==> src/shared/ccs_pkg.sv <==
// Purpose: Constants and types for the comparator control and status block
// Assumes: 8-bit special function register port, single system clock
// Notes:   Register page and address decode values live here
package ccs_pkg;

   // ----------------------------------------
   // Register decode
   // ----------------------------------------
   localparam logic [7:0] CCS_CTRL_ADDR = 8'h9A;
   localparam logic [7:0] CCS_CTRL_PAGE = 8'h00;
   localparam logic [7:0] CCS_CTRL_RESET = 8'h00;
   localparam logic [7:0] CCS_MODE_ADDR = 8'h9D;
   localparam logic [7:0] CCS_MODE_PAGE = 8'h00;
   localparam logic [1:0] CCS_MODE_RESET = 2'h0;

   // ----------------------------------------
   // Field positions
   // ----------------------------------------
   localparam int CCS_BIT_EN = 7;
   localparam int CCS_BIT_OUT = 6;
   localparam int CCS_BIT_RISE = 5;
   localparam int CCS_BIT_FALL = 4;
   localparam int CCS_POS_HYP_LSB = 2;
   localparam int CCS_POS_HYN_LSB = 0;
   localparam int CCS_IRQ_EN_BIT = 4;

   // Edge detector states
   typedef enum logic [1:0] {
      CCS_IDLE,
      CCS_SETTLE,
      CCS_ARMED
   } ccs_state_t;

endpackage : ccs_pkg

==> src/design/ccs_sync.sv <==
// Purpose: Two-stage synchroniser for the comparator result
// Assumes: Async input from the analog core
// Notes:   First stage is read only by the second
`timescale 1ns/1ps
module ccs_sync (
   input wire logic clock_i,
   input wire logic srst_i,
   input wire logic ce_i,
   input wire logic async_i,
   output logic sync_o
);

   logic meta_reg;
   logic meta_next;
   logic sync_reg;
   logic sync_next;

   // Next values
   always_comb begin
      meta_next = ce_i ? async_i : meta_reg;
      sync_next = ce_i ? meta_reg : sync_reg;
   end

   // Two flops
   always_ff @(posedge clock_i) begin
      if (srst_i) begin
         meta_reg <= 1'b0;
         sync_reg <= 1'b0;
      end else begin
         meta_reg <= meta_next;
         sync_reg <= sync_next;
      end
   end

   assign sync_o = sync_reg;

endmodule : ccs_sync

==> src/design/ccs_comparator_control_status.sv <==
// Purpose: Control and status wrapper for an analog comparator
// Assumes: Register access by address, page, write and read strobes
// Notes:   Only the clock synchronised pin output is built here; the path select is just registered
`timescale 1ns/1ps

// Summary of operation
// - Result readable, usable as interrupt, routable to a pin
// - Pin output clock synchronised only; async/sync select input is just registered out on pin_sel_sync_o
// - Disabled comparator drives pin output low and is powered down
// - Software response mode setting trades speed for supply current
// - Interrupt request on rising and falling output transitions
// - Rising transition sets flag at control bit 5
// - Falling transition sets flag at control bit 4
// - Flags sticky; only reset or software writing zero clears them
// - Bit 6 read-only live comparator result
// - Bit 7 is comparator enable
// - Bits 3:2 positive hysteresis select, forwarded to analog core
// - Bits 1:0 negative hysteresis select, forwarded to analog core
// - Control register at address 0x9A page 0x00, resets to zero
// - External interrupt enable bit 4 gates comparator interrupt
module ccs_comparator_control_status
   import ccs_pkg::*;
(
   input wire logic clock_i,
   input wire logic srst_i,
   input wire logic ce_i,
   input wire logic [7:0] reg_addr_i,
   input wire logic [7:0] reg_page_i,
   input wire logic reg_wr_i,
   input wire logic reg_rd_i,
   input wire logic [7:0] reg_wdata_i,
   input wire logic [7:0] irq_enable_reg_i,
   input wire logic cmp_async_i,
   input wire logic pin_sync_sel_i,
   output logic [7:0] reg_rdata_o,
   output logic comparator_power_o,
   output logic [1:0] positive_hysteresis_select_o,
   output logic [1:0] negative_hysteresis_select_o,
   output logic [1:0] response_mode_o,
   output logic irq_o,
   output logic pin_sync_o,
   output logic pin_sel_sync_o
);

   // ----------------------------------------
   // Declarations
   // ----------------------------------------
   logic cmp_sync;
   logic en_reg;
   logic en_next;
   logic rise_reg;
   logic rise_next;
   logic fall_reg;
   logic fall_next;
   logic [1:0] hyp_reg;
   logic [1:0] hyp_next;
   logic [1:0] hyn_reg;
   logic [1:0] hyn_next;
   logic [1:0] mode_reg;
   logic [1:0] mode_next;
   logic prev_reg;
   logic prev_next;
   logic arm_reg;
   logic arm_next;
   ccs_state_t st_reg;
   ccs_state_t st_next;
   logic [7:0] rdata_reg;
   logic [7:0] rdata_next;
   logic irq_reg;
   logic irq_next;
   logic pin_reg;
   logic pin_next;
   logic sel_reg;
   logic sel_next;
   logic ctrl_wr;
   logic mode_wr;
   logic rise_ev;
   logic fall_ev;

   // Register decode function
   function automatic logic hit(input logic [7:0] a, input logic [7:0] p,
                                input logic [7:0] ra, input logic [7:0] rp);
      hit = (a == ra) && (p == rp);
   endfunction : hit

   // ----------------------------------------
   // Synchroniser
   // ----------------------------------------
   ccs_sync ccs_sync_inst (
      .clock_i(clock_i),
      .srst_i(srst_i),
      .ce_i(ce_i),
      .async_i(cmp_async_i),
      .sync_o(cmp_sync)
   );

   // ----------------------------------------
   // Control and edge logic
   // ----------------------------------------

   // Decode and edge events
   always_comb begin
      ctrl_wr = reg_wr_i && hit(reg_addr_i, reg_page_i, CCS_CTRL_ADDR, CCS_CTRL_PAGE);
      mode_wr = reg_wr_i && hit(reg_addr_i, reg_page_i, CCS_MODE_ADDR, CCS_MODE_PAGE);
      rise_ev = (st_reg == CCS_ARMED) && arm_reg && cmp_sync && !prev_reg;
      fall_ev = (st_reg == CCS_ARMED) && arm_reg && !cmp_sync && prev_reg;
   end

   // Next state of control fields and flags
   always_comb begin
      en_next = en_reg;
      hyp_next = hyp_reg;
      hyn_next = hyn_reg;
      mode_next = mode_reg;
      rise_next = rise_reg;
      fall_next = fall_reg;
      if (ctrl_wr) begin
         en_next = reg_wdata_i[CCS_BIT_EN];
         hyp_next = reg_wdata_i[CCS_POS_HYP_LSB +: 2];
         hyn_next = reg_wdata_i[CCS_POS_HYN_LSB +: 2];
         rise_next = reg_wdata_i[CCS_BIT_RISE];
         fall_next = reg_wdata_i[CCS_BIT_FALL];
      end
      if (mode_wr) begin
         mode_next = reg_wdata_i[1:0];
      end
      // Hardware set wins over software clear
      if (rise_ev) begin
         rise_next = 1'b1;
      end
      if (fall_ev) begin
         fall_next = 1'b1;
      end
   end

   // Edge detector arming sequence
   // Extra armed cycle lets prev catch up with the settled synchroniser
   always_comb begin
      prev_next = cmp_sync;
      arm_next = (st_reg == CCS_ARMED) && en_reg;
      case (st_reg)
         CCS_IDLE: st_next = en_reg ? CCS_SETTLE : CCS_IDLE;
         CCS_SETTLE: st_next = en_reg ? CCS_ARMED : CCS_IDLE;
         CCS_ARMED: st_next = en_reg ? CCS_ARMED : CCS_IDLE;
         default: st_next = CCS_IDLE;
      endcase
   end

   // Outputs and read data
   always_comb begin
      rdata_next = rdata_reg;
      if (reg_rd_i && hit(reg_addr_i, reg_page_i, CCS_CTRL_ADDR, CCS_CTRL_PAGE)) begin
         rdata_next = {en_reg, cmp_sync, rise_reg, fall_reg, hyp_reg, hyn_reg};
      end else if (reg_rd_i && hit(reg_addr_i, reg_page_i, CCS_MODE_ADDR, CCS_MODE_PAGE)) begin
         rdata_next = {6'h00, mode_reg};
      end
      irq_next = irq_enable_reg_i[CCS_IRQ_EN_BIT] && (rise_next || fall_next);
      pin_next = en_next && cmp_sync;
      sel_next = pin_sync_sel_i;
   end

   // State registers
   always_ff @(posedge clock_i) begin
      if (srst_i) begin
         en_reg <= CCS_CTRL_RESET[CCS_BIT_EN];
         rise_reg <= CCS_CTRL_RESET[CCS_BIT_RISE];
         fall_reg <= CCS_CTRL_RESET[CCS_BIT_FALL];
         hyp_reg <= CCS_CTRL_RESET[3:2];
         hyn_reg <= CCS_CTRL_RESET[1:0];
         mode_reg <= CCS_MODE_RESET;
         prev_reg <= 1'b0;
         arm_reg <= 1'b0;
         st_reg <= CCS_IDLE;
         rdata_reg <= 8'h00;
         irq_reg <= 1'b0;
         pin_reg <= 1'b0;
         sel_reg <= 1'b0;
      end else if (ce_i) begin
         en_reg <= en_next;
         rise_reg <= rise_next;
         fall_reg <= fall_next;
         hyp_reg <= hyp_next;
         hyn_reg <= hyn_next;
         mode_reg <= mode_next;
         prev_reg <= prev_next;
         arm_reg <= arm_next;
         st_reg <= st_next;
         rdata_reg <= rdata_next;
         irq_reg <= irq_next;
         pin_reg <= pin_next;
         sel_reg <= sel_next;
      end
   end

   // ----------------------------------------
   // Output drive
   // ----------------------------------------
   assign reg_rdata_o = rdata_reg;
   assign comparator_power_o = en_reg;
   assign positive_hysteresis_select_o = hyp_reg;
   assign negative_hysteresis_select_o = hyn_reg;
   assign response_mode_o = mode_reg;
   assign irq_o = irq_reg;
   assign pin_sync_o = pin_reg;
   assign pin_sel_sync_o = sel_reg;

endmodule : ccs_comparator_control_status

==> config.mk <==
export PLATFORM = sky130hd
export DESIGN_NAME = ccs_comparator_control_status
export DESIGN_NICKNAME = d
export VERILOG_FILES = /design/src/shared/ccs_pkg.sv /design/src/design/ccs_sync.sv /design/src/design/ccs_comparator_control_status.sv
export SDC_FILE = /design/constraint.sdc
export NUM_CORES = 1
export LEC_CHECK = 0
export BUFFER_PORTS_ARGS = -buffer_cell sky130_fd_sc_hd__buf_2
export CORE_UTILIZATION = 36
export CTS_CLUSTER_SIZE = 14
export DETAILED_ROUTE_END_ITERATION = 8
export GPL_ROUTABILITY_DRIVEN = 0
export GPL_TIMING_DRIVEN = 0
export PLACE_DENSITY = 0.76
export SYNTH_ARGS = -nofsm -noshare
export SYNTH_HDL_FRONTEND = slang
export SYNTH_SLANG_ARGS = --single-unit
==> constraint.sdc <==
create_clock -name clock_i -period 3 [get_ports clock_i]
set_input_delay 0.3 -clock clock_i [delete_from_list [all_inputs] [get_ports clock_i]]
set_output_delay 0.3 -clock clock_i [all_outputs]
set_load 0.02 [all_outputs]
* Word-level counts from Yosys, hierarchy flattened
Cells that the tools add are included.
** Operators by class
- Add/subtract/negate cells :: 0
- Multiply operators :: 0
- Div/mod/pow operators :: 0
- Magnitude comparators :: 0
- Equality and inequality tests :: 4
- Shift-type cells :: 0
- Mux-type cells :: 10
- Bitwise logic cells :: 0
- Reduce and logical (&&, ||, !) cells :: 24
** Operators by type and width (count)
- $eq 8x8->1 const B :: 2
- $mux 8 :: 2
- $logic_and 1x1->1 :: 14
- $logic_not 8->1 :: 1
- $mux 1 :: 6
- $reduce_and 2->1 :: 3
- $pmux 2 s2 :: 1
- $eq 2x1->1 const B :: 1
- $eq 2x2->1 const B :: 1
- $logic_not 1->1 :: 2
- $logic_not 2->1 :: 1
- $mux 2 :: 1
- $reduce_bool 2->1 :: 1
- $reduce_or 2->1 :: 1
- $logic_or 1x1->1 :: 1
** Storage, ports and cells
- Register bits :: 26
- Bits in latches :: 0
- Bits in writable memories :: 0
- Bits in read-only memories :: 0
- Word-level logic and storage cells :: 53
- Memories kept :: 0

* Depth between registers and ports, before layout
- Depth after elaboration :: 7
- Depth in mapped cells :: 8
- Mapped depth without buffers :: 8

* Modules after synthesis
From an unflattened synthesis, not the netlist that was laid out.
** Unflattened totals
- Cell total of the unflattened synthesis :: 127
- Area total of the unflattened synthesis :: 1214.9 um^2
** By module, submodules not included
- ccs_comparator_control_status :: times used 1, cells each 121, area an instance 1147.4 um^2, seq. area each 480.5 um^2
- ccs_sync :: times used 1, cells each 6, area an instance 67.6 um^2, seq. area each 40.0 um^2

* Worst setup path after synthesis
OpenSTA, ideal clock, no wires.
- Path type :: input -> register
- From :: input reg_page_i[1]
- To :: register en_reg (netlist: comparator_power_o)
- Data arrival time :: 1.341 ns
- Required time :: 2.872 ns
- Setup slack :: 1.531 ns
- Cell stages on the path :: 7
- Cell sequence :: nor4_2 -> and4_1 -> buf_6 -> nand2_4 -> nor2_8 -> mux2i_1 -> nor2_1
** Between the ends
- Cells in the longest elaborated chain, start to end :: 4
** Ends and longest elaborated chain
- start: declaration :: RTL line ccs_comparator_control_status.sv:28 : input wire logic [7:0] reg_page_i,
- $logic_not 8->1 :: RTL line ccs_comparator_control_status.sv:83 : hit = (a == ra) && (p == rp);
- $logic_and 1x1->1 :: RTL line ccs_comparator_control_status.sv:83
- $logic_and 1x1->1 :: RTL line ccs_comparator_control_status.sv:103 : ctrl_wr = reg_wr_i && hit(reg_addr_i, reg_page_i, CCS_CTRL_ADDR, CCS_CTRL_PAGE);
- $mux 1 :: RTL line ccs_comparator_control_status.sv:117 : if (ctrl_wr) begin
- end signal: assignment :: RTL line ccs_comparator_control_status.sv:165 : en_reg <= CCS_CTRL_RESET[CCS_BIT_EN];
- end signal: assignment :: RTL line ccs_comparator_control_status.sv:179 : en_reg <= en_next;
- end: declaration :: RTL line ccs_comparator_control_status.sv:49 : logic en_reg;
Every way passes these cells.
A chain may end at the register's enable or synchronous reset.

* Final worst setup path
- From :: register st_reg[0]
- To :: register irq_reg (netlist: irq_o)
** Between the ends
- Cells in the longest elaborated chain, start to end :: 7
- Elaborated cells between the ends (all ways) :: 10
** Ends and longest elaborated chain
- start: declaration :: RTL line ccs_comparator_control_status.sv:65 : ccs_state_t st_reg;
- start signal: assignment :: RTL line ccs_comparator_control_status.sv:187 : st_reg <= st_next;
- $eq 2x2->1 * :: RTL line ccs_comparator_control_status.sv:105, ccs_comparator_control_status.sv:106
- $logic_and 1x1->1 * :: RTL line ccs_comparator_control_status.sv:105, ccs_comparator_control_status.sv:106
- $logic_and 1x1->1 (on tied branches) (2 in a row) :: RTL line ccs_comparator_control_status.sv:105, ccs_comparator_control_status.sv:106
- $mux 1 (on tied branches) :: RTL line ccs_comparator_control_status.sv:128, ccs_comparator_control_status.sv:131
- $logic_or 1x1->1 * :: RTL line ccs_comparator_control_status.sv:157 : irq_next = irq_enable_reg_i[CCS_IRQ_EN_BIT] && (rise_next || fall_next);
- $logic_and 1x1->1 * :: RTL line ccs_comparator_control_status.sv:157
- end signal: assignment :: RTL line ccs_comparator_control_status.sv:189 : irq_reg <= irq_next;
- end: declaration :: RTL line ccs_comparator_control_status.sv:69 : logic irq_reg;
Mark *: on every way between the ends. The rest lies on a longest branch, timed or not.

==> results.yml <==
setup_path:
  rr_worst_depth: 8
  cp-end-kind: "flip-flop"
  slowest_stage: "dfxtp_1"
  crit_required_ns: 3.27
  crit_type: "reg -> reg"
  cpPeakStageDelay_ns: 0.36
  worst-r2r-setup-slack_ns: 1.50
  cp.arrival_ns: 1.77
  critPathLaunchType: "flip-flop"
  crit_fanout: 3
  cp_common_cell: "a21oi_2"
  crit_chain: "inv_1 > ha_1 > nand2_1 > nor3b_1 > a31o_4 > a21oi_2 > a21o_1 > a21oi_2"
yosys:
  ys_seq_elements: 26
  avgSynthCellArea_um2: 9.57
  synthCells: 125
  synthMuxAreaShare: 0.109
  ys_async_sr_fraction: 0
  synth_top_family_by_area: "simple AND/OR/NAND/NOR gates"
  synth_simple_gate_area_share: 0.226
  ys_top_cells_by_count: "26 x dfxtp_1, 22 x nor2_1, 13 x mux2i_1, 9 x nand2_1, 8 x a21oi_1"
  synth-main-ff-cell: "dfxtp_1"
  synth.distinct_cells: 29
  ys_warn_count: 0
  yosysSeqAreaShare: 0.435
  synth_edf_count: 0
  netlist_area_um2: 1200
  synthAdderAreaFrac: 0.0314
  synth.most_common_cell: "dfxtp_1"
  syn-num-nets: 167
  synth_area_leaders: "dfxtp_1 44%, mux2i_1 11%, nor2_1 6.9%"
  yosysTopAreaCellShare: 0.435
  synth_xor_area_frac: 0
  yosysTopAreaCell: "dfxtp_1"
  synth_compound_area_frac: 0.154
timing:
  max_slew_margin: 0.665
  rsz0062_at_grt: "no"
  period_share: 0.499
  tns_ns: 0
  clock_skew_ns: 0.00280
  fmax_mhz: 668
  finalHoldViolations: 0
  slew_violations: 0
  finalSetupViolCount: 0
  tightest_slew_ns: 0.502
  period_needed_ns: 1.50
clocking:
  postCtsSetupBuffers: 0
  tritoncts.num_buffers: 3
  path_clk_slew_ns: 0.15
  htreeDepth: 1
  numClockSinks: 26
  cts_resized: 0
  cts_tree: "yes"
  root_buffer: "clkbuf_4"
  cts_hold_repair.buffers: 0
  cts_buffer_depth: 2
  clock_latency_ns: 0.32
placed_design:
  io_buffers: 46
  dpl.hpwl_um: 1940
  place_inst: 215
global_route:
  overflow: 0
  grt_pass1_wl_um: 4220
  antenna_found_initial: 0
  grt_max_degree: 16
  grt_pass1_vias: 994
  grtUsageTotal: 0.155
floorplanning:
  dieWidth_um: 59.6
  rows: 20
  core-area_um2: 3100
  start_util: 0.385
  die_y_um: 59.6
  die_area_um2: 3560
  ios: 57
routing:
  wl_per_cell_um: 11.7
  dr.pass1.iters: 4
  drc: 0
  vias: 1073
  vias_per_cell: 4.90
  first_iter_violations: 32
  antenna_left: 0
  drt_wl_total_um: 2570
run:
  max-cap-violations: 0
power_and_ir_drop:
  power_density_nw_per_um2: 422
  ir_drop_mv: 0.299
  power.leakage_nw: 0.710
status:
  status: "completed"
layout:
  drive_gt1_frac: 0.354
  synthToLayoutAreaGrowth_pct: 28.2
  utilization: 0.494
  multi_input_area_um2: 622
  largest_reg_flops: 8
  n_fill_cell: 321
  layout.cells.non_filler: 219
  regArea_um2: 520
  nNetsFinal: 218
  diodes: 0
worst_hold_path:
  min_path_type: "in -> reg"
  hold_path_depth: 3
-- metal layers --
layer | up-vias | GRT usage | wire, um
li1 | 542 | - | -
met5 | - | 0 | 0
met3 | 2 | 0.0393 | 106
met4 | 0 | 0.0299 | 13
met1 | 504 | 0.193 | 1230
met2 | 25 | 0.270 | 1220
-- cells by family after synthesis --
kind of cell | count (synthesis)
AO/OA/AOI/OAI | 24
adder cells (fa/ha/maj) | 3
multiplexers | 13
AND/OR/NAND/NOR | 47
buffers and inverters | 12
flip-flops | 26
-- where the power goes --
group | internal (mW) | switching, mW
Clock | 0.135 | 0.108
Combinational | 0.0234 | 0.0279
Sequential | 0.350 | 0.00353
Total | 0.508 | 0.139
-- cell type report --
cell class,count,share of cell area
plain buffers,7,0.0228
clock inverters,1,0.0196
well taps,44,0.0359
repair buffers,46,0.150
flip-flops and latches,26,0.339
inverters,5,0.0122
multi-input cells,87,0.405
clock buffers,3,0.0147
-- stage by stage --
step / power (mW) / worst slack (ns) / instance area, um2 / hold WS, ns
6_report: 0.648 / 1.50 / 1530 / 0.195
5_1_grt: 0.673 / 1.43 / 1530 / 0.184
4_1_cts: 0.651 / 1.51 / 1530 / 0.190
3_5_place_dp: 0.413 / 1.26 / 1480 / 0.458
3_3_place_gp: 0.412 / 1.27 / 1480 / 0.448
2_1_floorplan: 0.383 / 1.53 / 1200 / 0.441
-- critical path: cells and delay by family, from the launching register on --
kind            cells  cell delay [ns]
simple gates        2             0.36
flops               1             0.36
compound gates      4             0.48
buf+inv             1             0.08
fa+ha+maj           1             0.17
-- worst paths after layout --
path | start | to
setup / recovery | st_reg[0] | irq_o
hold / removal | reg_wdata_i[3] | positive_hysteresis_select_o[1]
setup reg to reg | st_reg[0] | irq_o
hold reg to reg | arm_reg | arm_reg
-- layout by cell type (no fill, tap or decap), drive strengths merged --
cell | netlist | layout
nand3 | 2 | 2
inv | 5 | 5
a31o | 2 | 2
bufinv | 0 | 1
and3 | 1 | 1
nor4b | 1 | 1
ha | 3 | 3
nand2 | 10 | 10
buf | 2 | 48
a21o | 1 | 1
dfxtp | 26 | 26
a21oi | 11 | 11
nor4 | 2 | 2
a211oi | 2 | 2
a2bb2oi | 1 | 1
clkbuf | 5 | 8
a22oi | 6 | 6
and4b | 2 | 2
nor2 | 23 | 23
mux2i | 13 | 13
and4 | 1 | 1
nor3b | 3 | 3
nand4b | 1 | 1
nand4 | 1 | 1
o2111ai | 1 | 1
(Power assumes the default switching activity.)
